===== src/logic/abbe_cfg.svh =====
// constants for the arithmetic, bit and branch execution datapath
`ifndef ABBE_CFG_SVH
`define ABBE_CFG_SVH
`define ABBE_DATA_W     8
`define ABBE_ADDR_W     7
`define ABBE_IP_W       15
`define ABBE_OFS_W      9
`define ABBE_MSB        7
`define ABBE_NIB_BIT    4
`define ABBE_DEST_ACC   1'h0
`define ABBE_DEST_REG   1'h1
`define ABBE_ZERO_BYTE  8'h00
`define ABBE_ACC_RST    8'h00
`define ABBE_IP_RST     15'h0000
`define ABBE_IP_STEP    15'h0001
`define ABBE_LSB        0
`define ABBE_BIT_ONE    8'h01
`define ABBE_ADDR_RST   7'h00
`define ABBE_FLAG_RST   1'h0
`endif


===== src/logic/abbe_pkg.sv =====
// types for the arithmetic, bit and branch execution datapath
package abbe_pkg;
	typedef enum logic [2:0] {
		OP_IDLE        = 3'h0,
		OP_ADD_REG     = 3'h1,
		OP_ADD_CARRY   = 3'h2,
		OP_SHIFT_RIGHT = 3'h3,
		OP_BIT_CLEAR   = 3'h4,
		OP_SKIP_ZERO   = 3'h5,
		OP_REL_JUMP    = 3'h6
	} abbe_op_type;

	typedef enum logic [0:0] {
		ST_RUN   = 1'h0,
		ST_FLUSH = 1'h1
	} abbe_state_type;

	typedef struct packed {
		abbe_state_type state;
		logic [7:0]     acc;
		logic           carry;
		logic           nibble_half_flag;
		logic           zero;
		logic [14:0]    instruction_pointer;
		logic           wr_en;
		logic [6:0]     wr_addr;
		logic [7:0]     wr_data;
		logic           flush;
	} abbe_regs_type;
endpackage


===== src/logic/abbe_exec.sv =====
// execution datapath for add, shift, bit clear, bit skip and relative jump
// Contract
// RQ1: add accumulator and register, address 0..127
// RQ2: destination bit zero accumulator, one register
// RQ3: add with carry updates carry, nibble, zero
// RQ4: shift right keeps msb, bit0 into carry
// RQ5: bit clear zeroes indexed bit, flags kept
// RQ6: skip-if-zero discards next when bit zero
// RQ7: jump loads pointer plus one plus offset
// RQ8: jump takes two cycles, flags unchanged
// RQ9: carry add and shift honour destination
// RQ10: pointer change or skip adds flush cycle
// RQ11: carry bit7, nibble bit3, zero on zero
`timescale 1ns/1ns
`include "abbe_cfg.svh"
module abbe_exec (
	input  wire logic        clk_in,         // instruction clock, 50 MHz
	input  wire logic        reset_n_in,     // synchronous reset, active low
	input  wire logic        clk_en_in,      // freezes all state while low
	input  wire logic        issue_in,       // instruction valid this cycle
	input  wire logic [2:0]  op_in,          // operation code, abbe_op_type
	input  wire logic [6:0]  reg_addr_in,    // data register address
	input  wire logic        dest_in,        // 0 accumulator, 1 register
	input  wire logic [2:0]  bit_sel_in,     // bit index 0..7
	input  wire logic [8:0]  offset_in,      // signed jump offset
	input  wire logic [7:0]  reg_data_in,    // register file read data
	output logic [7:0]       acc_out,        // accumulator
	output logic             carry_out,      // carry flag
	output logic             nibble_half_flag_out, // nibble carry flag
	output logic             zero_out,       // zero flag
	output logic [14:0]      instruction_pointer_out, // program counter
	output logic             wr_en_out,      // register write strobe
	output logic [6:0]       wr_addr_out,    // register write address
	output logic [7:0]       wr_data_out,    // register write data
	output logic             flush_out       // the previous cycle was a discarded slot
);
	abbe_pkg::abbe_regs_type r;
	abbe_pkg::abbe_regs_type next_r;
	abbe_pkg::abbe_op_type   op;
	logic [8:0]              sum9;
	logic [4:0]              nib5;
	logic [7:0]              result;
	logic                    is_add;
	logic                    writes;
	logic                    sel_bit;
	logic [14:0]             ofs_ext;

	assign op = abbe_pkg::abbe_op_type'(op_in);

	// shared adder; carry-in only for the carry form
	always_comb begin
		is_add = (op == abbe_pkg::OP_ADD_REG) || (op == abbe_pkg::OP_ADD_CARRY); // RQ1
		sum9 = {1'b0, r.acc} + {1'b0, reg_data_in}
			+ {8'h00, (op == abbe_pkg::OP_ADD_CARRY) & r.carry}; // RQ3
		nib5 = {1'b0, r.acc[`ABBE_NIB_BIT - 1:`ABBE_LSB]}
			+ {1'b0, reg_data_in[`ABBE_NIB_BIT - 1:`ABBE_LSB]}
			+ {4'h0, (op == abbe_pkg::OP_ADD_CARRY) & r.carry}; // RQ11
		sel_bit = reg_data_in[bit_sel_in];
		ofs_ext = {{(`ABBE_IP_W - `ABBE_OFS_W){offset_in[`ABBE_OFS_W - 1]}}, offset_in}; // RQ7
		if (op == abbe_pkg::OP_SHIFT_RIGHT) begin
			result = {reg_data_in[`ABBE_MSB], reg_data_in[`ABBE_MSB:`ABBE_LSB + 1]}; // RQ4
		end else if (op == abbe_pkg::OP_BIT_CLEAR) begin
			result = reg_data_in & ~(`ABBE_BIT_ONE << bit_sel_in); // RQ5
		end else begin
			result = sum9[`ABBE_MSB:`ABBE_LSB];
		end
		writes = is_add || (op == abbe_pkg::OP_SHIFT_RIGHT) || (op == abbe_pkg::OP_BIT_CLEAR);
	end

	// next-state: the fetched slot after a taken jump or skip is turned into a no-op
	always_comb begin
		next_r = r;
		next_r.wr_en = 1'b0;
		next_r.flush = 1'b0;
		case (r.state)
			abbe_pkg::ST_FLUSH: begin
				next_r.state = abbe_pkg::ST_RUN; // RQ10
				next_r.flush = 1'b1;
				next_r.instruction_pointer = r.instruction_pointer + `ABBE_IP_STEP;
			end
			default: begin
				if (issue_in) begin
					next_r.instruction_pointer = r.instruction_pointer + `ABBE_IP_STEP;
					if (writes) begin
						// bit clear always targets the register
						if (op == abbe_pkg::OP_BIT_CLEAR || dest_in == `ABBE_DEST_REG) begin
							next_r.wr_en   = 1'b1; // RQ2 RQ9
							next_r.wr_addr = reg_addr_in;
							next_r.wr_data = result;
						end else begin
							next_r.acc = result; // RQ2 RQ9
						end
					end
					if (is_add) begin
						next_r.carry = sum9[`ABBE_DATA_W]; // RQ11
						next_r.nibble_half_flag = nib5[`ABBE_NIB_BIT]; // RQ3
						next_r.zero = (sum9[`ABBE_MSB:`ABBE_LSB] == `ABBE_ZERO_BYTE); // RQ11
					end
					if (op == abbe_pkg::OP_SHIFT_RIGHT) begin
						next_r.carry = reg_data_in[`ABBE_LSB]; // RQ4
						next_r.zero = (result == `ABBE_ZERO_BYTE);
					end
					if (op == abbe_pkg::OP_SKIP_ZERO && !sel_bit) begin
						next_r.state = abbe_pkg::ST_FLUSH; // RQ6
					end
					if (op == abbe_pkg::OP_REL_JUMP) begin
						// flags untouched; fetched successor discarded
						next_r.instruction_pointer = r.instruction_pointer + `ABBE_IP_STEP
							+ ofs_ext; // RQ7
						next_r.state = abbe_pkg::ST_FLUSH; // RQ8
					end
				end
			end
		endcase
	end

	// single register for all state; enable freezes everything
	always_ff @(posedge clk_in) begin
		if (!reset_n_in) begin
			r <= '{state: abbe_pkg::ST_RUN, acc: `ABBE_ACC_RST, carry: `ABBE_FLAG_RST,
				nibble_half_flag: `ABBE_FLAG_RST, zero: `ABBE_FLAG_RST,
				instruction_pointer: `ABBE_IP_RST, wr_en: `ABBE_FLAG_RST,
				wr_addr: `ABBE_ADDR_RST, wr_data: `ABBE_ZERO_BYTE, flush: `ABBE_FLAG_RST};
		end else if (clk_en_in) begin
			r <= next_r;
		end
	end

	assign acc_out                 = r.acc;
	assign carry_out               = r.carry;
	assign nibble_half_flag_out    = r.nibble_half_flag;
	assign zero_out                = r.zero;
	assign instruction_pointer_out = r.instruction_pointer;
	assign wr_en_out               = r.wr_en;
	assign wr_addr_out             = r.wr_addr;
	assign wr_data_out             = r.wr_data;
	assign flush_out               = r.flush;
endmodule


===== config.mk =====
export PLATFORM = sky130hd
export DESIGN_NAME = abbe_exec
export DESIGN_NICKNAME = d
export VERILOG_FILES = /design/src/logic/abbe_pkg.sv /design/src/logic/abbe_exec.sv
export VERILOG_INCLUDE_DIRS = /design/src /design/src/logic
export SDC_FILE = /design/constraint.sdc
export NUM_CORES = 1
export LEC_CHECK = 0
export BUFFER_PORTS_ARGS = -buffer_cell sky130_fd_sc_hd__buf_2
export CORE_ASPECT_RATIO = 1.2
export CORE_MARGIN = 4
export CORE_UTILIZATION = 50
export DETAILED_ROUTE_END_ITERATION = 8
export HOLD_SLACK_MARGIN = 0.15
export PLACE_DENSITY_LB_ADDON = 0.1
export SYNTH_ARGS = -nofsm -noshare
export SYNTH_HDL_FRONTEND = slang
export SYNTH_SLANG_ARGS = --single-unit

===== constraint.sdc =====
create_clock -name clk_in -period 2.6 [get_ports clk_in]
set_input_delay 0.13 -clock clk_in [delete_from_list [all_inputs] [get_ports clk_in]]
set_output_delay 0.13 -clock clk_in [all_outputs]
set_load 0.01 [all_outputs]

# Yosys cells after proc, flatten, opt, wreduce, memory -nomap -nowiden
# Cells that the tools add are included.
[totals]
ff_bits = 44
inputBits = 35
output_inout_bits = 43
wordCells = 63
[classes]
add_sub_neg = 6
order_cmp = 1
n_eq_ne = 6
shifts = 1
n_mux = 19
bitwise_logic = 5
n_reduce_logical = 15
[op_table]
columns = ["cell", "n"]
rows = [
  ["two-way mux 16 bit", 3],
  ["two-way mux 43 bit", 1],
  ["two-way mux 8 bit", 4],
  ["two-way mux 15 bit", 2],
  ["zero test 8 bit", 2],
  ["adder 15 x 1 -> 15 bit (second input constant)", 1],
  ["adder 15 bit", 1],
  ["AND reduction 5 bit", 2],
  ["adder 8 x 8 -> 9 bit", 1],
  ["adder 9 x 1 -> 9 bit", 1],
  ["== test 3 bit (second input constant)", 3],
  ["AND 8 bit", 1],
  ["inverter 8 bit", 1],
  ["AND reduction 4 bit", 2],
  ["left shift 1 x 3 -> 8 bit (first input constant)", 1],
  ["two-way mux 1 bit", 7],
  ["== test 3 x 2 -> 1 bit (second input constant)", 2],
  ["adder 4 x 4 -> 5 bit", 1],
  ["adder 5 x 1 -> 5 bit", 1],
  ["logical OR 1 bit", 4],
  ["< comparator 3 x 4 -> 1 bit (second input constant)", 1],
  ["nonzero test 2 bit", 2],
  ["binary-select mux 1 bit (select 3 bit)", 1],
  ["== test 3 x 1 -> 1 bit (second input constant)", 1],
  ["6 further kinds", 7],
]

# Depth between registers and ports, before layout
# Gate-level depths: netlist of run 1.
[logic_depth]
depth_word = 9
mapped_depth = 13

# Worst setup path after synthesis of run 1
# Ideal clock, no wire load.
[synth_path]
path_type = "reg-to-reg"
startpoint = "register r (netlist bit instruction_pointer_out[0])"
endpoint = "register r (netlist bit instruction_pointer_out[12])"
setup_ns = 0.101
arrival_time_ns = 2.781
required_time_ns = 2.499
slack_ns = -0.282
path_stages_with_launch = 12
path_cell_list = "dfxtp_1 -> ha_1 -> nand3_1 -> xnor2_1 -> ha_1 -> a21o_1 -> a221oi_2 -> o31ai_2 -> a21o_1 -> a21oi_1 -> xor2_1 -> o41ai_1"
[synth_between]
elab_chain_cells = 5
[synth_lines]
columns = ["item", "line", "text"]
rows = [
  ["start, declared", "abbe_exec.sv:37", "abbe_pkg::abbe_regs_type r;"],
  ["start signal, assigned", "abbe_exec.sv:120", "r <= '{state: abbe_pkg::ST_RUN, acc: `ABBE_ACC_RST, carry: `ABBE_FLAG_RST,"],
  ["start signal, assigned", "abbe_exec.sv:125", "r <= next_r;"],
  ["adder 15 x 1 -> 15 bit (no line) *", "-", ""],
  ["adder 15 bit", "abbe_exec.sv:108", "next_r.instruction_pointer = r.instruction_pointer + `ABBE_IP_STEP"],
  ["two-way mux 15 bit", "abbe_exec.sv:106", "if (op == abbe_pkg::OP_REL_JUMP) begin"],
  ["two-way mux 43 bit", "abbe_exec.sv:82", "if (issue_in) begin"],
  ["two-way mux 15 bit *", "abbe_exec.sv:75", "case (r.state)"],
]
# Mark *: on every way between the ends. The rest lies on a longest branch, timed or not. The select of a mux whose other input is x is not followed.
# A chain may end at the register's enable or synchronous reset.

# Worst setup path in the final report of run 1
[layout_path]
startpoint = "register r (netlist bit instruction_pointer_out[0])"
endpoint = "register r (netlist bit instruction_pointer_out[14])"
# The elaborated chain is that of the path after synthesis.

==> flow_summary_export.csv, run 1 <==
group,metric,value,unit
setup_path,reg2reg_from,"instruction_pointer_out[0]$_SDFFE_PN0P_",
place,post-place-ws,-0.162,ns
sta,max-slew-margin-rel,54.9,%
flow_run,max_cap_viol_count,0,
die,die_x,85.3,µm
yosys,yosys_warnings,0,
sta,worst_slack,-0.0418,ns
setup_path,crit_arrival,2.81,ns
yosys,synth_top_area_share,24.6,%
die,ioPinCount,78,
setup_path,path_buf_inv,1,
place,hpwl,8880,µm
run_status,status,"finished with violations",
clock_tree,htreeDepth,2,
drt,postRouteAntennaNets,0,
clock_tree,cts_inserted_buffers,5,
yosys,yosys-top-cells-count,"nand2_1, dfxtp_1, a21oi_1, nor2_1, o21ai_0",
setup_path,cp_max_fo,5,
place,dpl-instance-area,0.00447,mm²
drt,wl,12100,µm
hold_path,hold_path_depth,3,
yosys,ys_seq_area_share,24.6,%
setup_path,rrSetupSlack,-0.04,ns
finish,fillers,541,
yosys,synth-edff-count,0,
grt,grt_use_total,26.4,%
setup_path,worst_path_largest_cell_delay,0.38,ns
setup_path,r2r_end,"instruction_pointer_out[14]$_SDFFE_PN0P_",
pwr,peakVddDrop,0.000321,V
sta,hold_violations,0,
hold_path,min_from,"clk_en_in",
setup_path,crit_path_start_kind,"flop",
sta,worstMarginPinSlew,0.670,ns
finish,antenna_cells,0,
yosys,ys_seq_elements,44,
yosys,yosysMostFrequentCell,"nand2_1",
grt,grt_pass1_wl,18300,µm
grt,grt_overflow,0,
finish,drive_gt1_share,37.4,%
run_status,violations,"setup timing",
setup_path,end_kind,"flop",
finish,multi_input_area,0.00287,mm²
die,fp.dieH,101,µm
yosys,syn_inst,473,
place,io_buffers,77,
yosys,syn-num-nets,535,
finish,final_cell_area,0.00505,mm²
place,gp_congestion,0.995,
setup_path,path_cells,"ha_4 -> buf_4 -> xor2_1 -> ha_1 -> a21o_1 -> a221oi_4 -> o31ai_4 -> a211oi_2 -> xor2_1 -> a211o_1 -> o211ai_1",
yosys,synthTopCellsByArea,"dfxtp_1, ha_1, nand2_1, a21oi_1, o21ai_0",
die,rows,33,
sta,fin_worst_skew,0.00775,ns
hold_path,min_to,"r[43]$_SDFFE_PN0P_",
pwr,pwr_density_cell,368,mW/mm²
clock_tree,clk_latency,0.30,ns
die,initial_core_util,51.9,%
pwr,p_total,1860,µW
drt,dr.pass1.iters,5,
clock_tree,clock_sinks,44,
grt,grt_max_degree,23,
drt,drc,0,
die,core-area,0.00690,mm²
yosys,synthArstFlopShare,0,%
yosys,avgSynthCellArea,7.57,µm²
drt,vias,4184,
drt,drtIter0Drc,221,
setup_path,worstPathRequired,2.77,ns
finish,synthToLayoutAreaGrowth,41.1,%
setup_path,reg2reg_depth,11,
pwr,p_leak,0.00225,µW
setup_path,crit_type,"flop to flop",
drt,wl_per_cell,17.3,µm
sta,fin_crit_sh,102,%
sta,post-route-min-period,2.64,ns
sta,maxSlewViolCount,0,
drt,drt-vias-per-instance,5.98,
yosys,syn_area,0.00358,mm²
yosys,synth-main-ff-cell,"dfxtp_1",
sta,finalSetupViolations,2,
setup_path,cp_common_cell,"xor2_1",
grt,grt_pass1_vias,3913,
grt,antenna_found_initial,0,
clock_tree,tritoncts,"done",
setup_path,critPathSlowestCell,"dfxtp_4",
die,dieArea,0.00859,mm²
setup_path,crit_start,"instruction_pointer_out[0]$_SDFFE_PN0P_",
sta,max_freq,379,MHz
finish,nNetsFinal,674,
setup_path,critPathTopFamily,"compound AO/OA/AOI/OAI gates",
clock_tree,path_clk_slew,0.09,ns
clock_tree,cts_max_path_buffers,2,
hold_path,hp-class,"primary input to flop",
clock_tree,root_buffer,"clkbuf_8",
yosys,yosys.area.top_type,"dfxtp_1",
yosys,synth.distinct_cells,68,
sta,rsz0062_at_grt,"yes",
finish,regArea,897,µm²
flip-flops by register name, summed over array words and instances, names as in the netlist, 7 cells and up:
name and flops:
instruction_pointer_out 15, wr_data_out 8, acc_out 8, wr_addr_out 7
through the flow:
stage                     cells  utilization (%)  setup TNS (ns)  hold slack [ns]
after global placement      671             64.8          -0.122            0.374
after floorplan             473                -         -0.0102            0.266
final                       700             73.3         -0.0424            0.182
after detailed placement    671             64.8          -0.528            0.380
after global routing        700             73.3          -0.435            0.181
after CTS                   686             68.2         -0.0201            0.179
placed cells by master (no fill, tap or decap), types with 4 or more instances in the layout:
cell,count
nand3_1,14
buf_4,70
xnor2_1,8
o21a_1,7
ha_4,5
nand3_2,4
o21ai_0,33
dfxtp_2,4
dlygate4sd3_1,7
inv_1,13
nand4_1,5
nor4_1,7
a31oi_1,5
nand2b_1,10
a211oi_1,5
nor2_1,34
buf_2,77
nor3_1,12
ha_1,17
a21o_1,12
xor2_1,10
a21oi_2,9
dfxtp_1,37
nand2_1,57
a21oi_1,36
clkbuf_8,5
o211ai_1,7
report_power, final:
| group | total [µW] | switching [µW] | internal [µW] | leakage (µW) |
|---|---|---|---|---|
| Combinational | 626 | 333 | 293 | 0.00184 |
| Sequential | 721 | 22.9 | 698 | 0.000361 |
| Clock | 512 | 261 | 251 | 0.0000530 |
| Total | 1860 | 617 | 1240 | 0.00225 |
tightest hold or removal path: cells and delay by family:
family,cells,cell delay [ns]
and+or+nand+nor,1,0.09
AOI/OAI and AO/OA,1,0.06
buffers and inverters,1,0.16
routing by layer:
metal  up-vias  GRT usage, %  share of wire [%]
met5         -             0                  0
li1       2017             -                  -
met2       149          49.8                 54
met1      1972          29.0                 37
met3        46          3.27                5.3
met4         0          12.1                4.0
layout make-up:
type / count / area share, %
Inverter: 16 / 1.19
Clock buffer: 6 / 1.86
Timing Repair Buffer: 155 / 19.8
Multi-Input combinational cell: 390 / 56.9
Clock inverter: 2 / 0.322
Tap cell: 87 / 2.16
Sequential cell: 44 / 17.8
how the worst max path moves through the flow:
stage                                                          end  slack [ns]  cells past startpoint
after floorplan           instruction_pointer_out[12]$_SDFFE_PN0P_       -0.01                     11
after global placement    instruction_pointer_out[12]$_SDFFE_PN0P_       -0.03                     13
after detailed placement  instruction_pointer_out[12]$_SDFFE_PN0P_       -0.16                     13
after CTS                 instruction_pointer_out[14]$_SDFFE_PN0P_       -0.02                     13
after global routing      instruction_pointer_out[14]$_SDFFE_PN0P_       -0.16                     13
final                     instruction_pointer_out[14]$_SDFFE_PN0P_       -0.04                     11
cells by family after synthesis:
| family | synth area share [%] |
|---|---|
| muxes | 2.41 |
| buffers and inverters | 4.51 |
| adders and majority gates | 10.1 |
| DFF | 24.6 |
| xor gates and xnor gates | 5.87 |
| and+or+nand+nor | 24.5 |
| AOI/OAI and AO/OA | 28.1 |
what timing repair did:
action | in CTS | in global routing
pin swaps | 7 | 33
resized for setup | 13 | 45
setup buffers | 0 | 14
hold endpoints to repair | 7 | 0
hold buffers | 7 | 0
setup endpoints to repair | 4 | 7
Power figures use the tool's default switching activity.
==> run 2: changes to the inputs <==
--- a/config.mk
+++ b/config.mk
@@ -9,7 +9,7 @@
 export BUFFER_PORTS_ARGS = -buffer_cell sky130_fd_sc_hd__buf_2
 export CORE_ASPECT_RATIO = 1.2
 export CORE_MARGIN = 4
-export CORE_UTILIZATION = 50
+export CORE_UTILIZATION = 55
 export DETAILED_ROUTE_END_ITERATION = 8
 export HOLD_SLACK_MARGIN = 0.15
 export PLACE_DENSITY_LB_ADDON = 0.1
==> constraint.sdc (replaced) <==
create_clock -name clk_in -period 2.55 [get_ports clk_in]
set_input_delay 0.1275 -clock clk_in [delete_from_list [all_inputs] [get_ports clk_in]]
set_output_delay 0.1275 -clock clk_in [all_outputs]
set_load 0.01 [all_outputs]
==> run 2 against run 1 <==
The run still ends with setup timing left. Sequential power up 2%. Via count is 3.3% higher. Critical path depth stayed put. Clock skew about the same. Power grew 1.5%. Combinational power is 1% lower. Worst setup slack got worse by 0.053 ns. Hold slack worse by 0.012 ns.
==> flow_summary_export.csv, run 2 (synthesis gave the netlist of run 1 again) <==
group,metric,value,unit
run_status,status,"finished with violations",
run_status,violations,"setup timing",
finish,final_cell_area,0.00494,mm²
grt,grt_max_degree,21,
grt,antenna_found_initial,0,
setup_path,worstPathRequired,2.73,ns
setup_path,crit_path_start_kind,"flop",
die,core-area,0.00617,mm²
place,hpwl,8840,µm
finish,multi_input_area,0.00277,mm²
sta,maxSlewViolCount,0,
setup_path,r2r_end,"instruction_pointer_out[14]$_SDFFE_PN0P_",
drt,drc,0,
die,die_x,81.7,µm
sta,fin_hold_ws,0.170,ns
clock_tree,cts_inserted_buffers,5,
setup_path,crit_arrival,2.82,ns
hold_path,min_from,"reset_n_in",
sta,max-slew-margin-rel,60.0,%
die,ioPinCount,78,
clock_tree,htreeDepth,2,
finish,regArea,900,µm²
setup_path,cp_max_fo,5,
pwr,pwr_density_cell,382,mW/mm²
sta,rsz0062_at_grt,"yes",
die,fp.dieH,96.4,µm
setup_path,crit_type,"flop to flop",
clock_tree,tritoncts,"done",
place,placed_cells,672,
hold_path,min_to,"acc_out[5]$_SDFFE_PN0P_",
setup_path,cp_common_cell,"xor2_1",
hold_path,hold_path_depth,3,
setup_path,end_kind,"flop",
sta,hold_violations,0,
drt,wl_per_cell,18.5,µm
grt,grt_pass1_wl,19500,µm
die,dieArea,0.00787,mm²
finish,antenna_cells,0,
finish,layout_common_cells,"buf_2, buf_4, nand2_1",
place,dpl-instance-area,0.00451,mm²
setup_path,worst_path_largest_cell_delay,0.38,ns
setup_path,reg2reg_from,"instruction_pointer_out[2]$_SDFFE_PN0P_",
sta,fin_worst_skew,0.00776,ns
finish,final_common_cell,"buf_2",
setup_path,rrSetupSlack,-0.09,ns
pwr,p_total,1890,µW
finish,stdcell_count,696,
clock_tree,clk_latency,0.30,ns
finish,fillers,441,
finish,nNetsFinal,675,
sta,worst_slack,-0.0945,ns
sta,worstMarginPinSlew,0.593,ns
drt,drtIter0Drc,274,
setup_path,path_buf_inv,1,
hold_path,hp-class,"primary input to flop",
drt,drt-vias-per-instance,6.21,
drt,dr.pass1.iters,5,
sta,post-route-min-period,2.64,ns
place,post-place-ws,-0.138,ns
finish,synthToLayoutAreaGrowth,37.9,%
pwr,p_leak,0.00227,µW
clock_tree,clock_sinks,44,
clock_tree,cts_max_path_buffers,2,
setup_path,path_cells,"and4_4 -> nand4_1 -> buf_4 -> nor2_2 -> xor2_1 -> ha_1 -> and4_1 -> a211oi_2 -> xor2_1 -> a211o_1 -> o211ai_1",
sta,max_freq,378,MHz
setup_path,critPathSlowestCell,"dfxtp_4",
clock_tree,path_clk_slew,0.10,ns
grt,grt_pass1_vias,4131,
die,rows,31,
drt,postRouteAntennaNets,0,
sta,finalSetupViolations,3,
finish,largest_register_ffs,15,
die,initial_core_util,58.1,%
setup_path,critPathTopFamily,"simple AND/OR/NAND/NOR gates",
flow_run,max_cap_viol_count,0,
finish,drive_gt1_share,35.0,%
clock_tree,root_buffer,"clkbuf_8",
grt,grt_overflow,0,
sta,fin_crit_sh,104,%
setup_path,reg2reg_depth,11,
place,io_buffers,77,
place,gp_congestion,0.959,
grt,grt_use_total,32.0,%
drt,vias,4323,
drt,wl,12900,µm
pwr,peakVddDrop,0.000262,V
[run 2: cell types whose count changed in the layout (fill, tap and decap cells not counted), sizes merged]
cell / previous run / this run
buf: 148 / 149
[run 2: layout make-up]
class,instances,share of cell area [%]
multi-input combinational,390,56.1
timing repair buffer,156,20.2
sequential,44,18.2
tap,82,2.08
clock buffer,6,1.90
inverter,16,1.22
clock inverter,2,0.329
[run 2: stage by stage]
| stage | util, % | TNS, ns |
|---|---|---|
| after floorplan | - | -0.0229 |
| after global placement | 73.2 | -0.128 |
| after detailed placement | 73.2 | -0.457 |
| after CTS | 78.3 | -0.00953 |
| after global routing | 80.1 | -0.896 |
| final | 80.1 | -0.194 |
[run 2: power breakdown]
group          leakage [µW]  internal, µW  switching [µW]  total [µW]
Combinational       0.00185           280             339         619
Sequential         0.000362           712            26.2         738
Clock             0.0000530           256             275         532
[run 2: worst max path at each step]
stage | end | slack, ns | depth (start not counted) | from
floorplan | instruction_pointer_out[12]$_SDFFE_PN0P_ | -0.02 | 13 | instruction_pointer_out[2]$_SDFFE_PN0P_
global placement | instruction_pointer_out[12]$_SDFFE_PN0P_ | -0.04 | 13 | instruction_pointer_out[2]$_SDFFE_PN0P_
detailed placement | instruction_pointer_out[12]$_SDFFE_PN0P_ | -0.14 | 13 | instruction_pointer_out[2]$_SDFFE_PN0P_
CTS | instruction_pointer_out[14]$_SDFFE_PN0P_ | -0.01 | 11 | instruction_pointer_out[4]$_SDFFE_PN0P_
global route | instruction_pointer_out[13]$_SDFFE_PN0P_ | -0.27 | 11 | instruction_pointer_out[3]$_SDFFE_PN0P_
finish | instruction_pointer_out[14]$_SDFFE_PN0P_ | -0.09 | 11 | instruction_pointer_out[2]$_SDFFE_PN0P_
[run 2: worst min-delay path, delay by kind of cell]
| kind | cells | cell delay (ns) |
|---|---|---|
| AO/OA/AOI/OAI | 2 | 0.14 |
| buffers and inverters | 1 | 0.16 |
[run 2: layer usage]
layer	share of wire (%)	GRT usage (%)
met5	0	0
met4	5.4	18.3
met3	6.4	4.27
met2	51	58.2
met1	37	35.3
[run 2: what timing repair did]
action / 4_1_cts / 5_1_grt
hold buffers: 7 / 0
pin swaps: 20 / 15
setup endpoints to repair: 5 / 6
resized for setup: 21 / 15
hold endpoints to repair: 7 / 0
setup buffers: 5 / 4
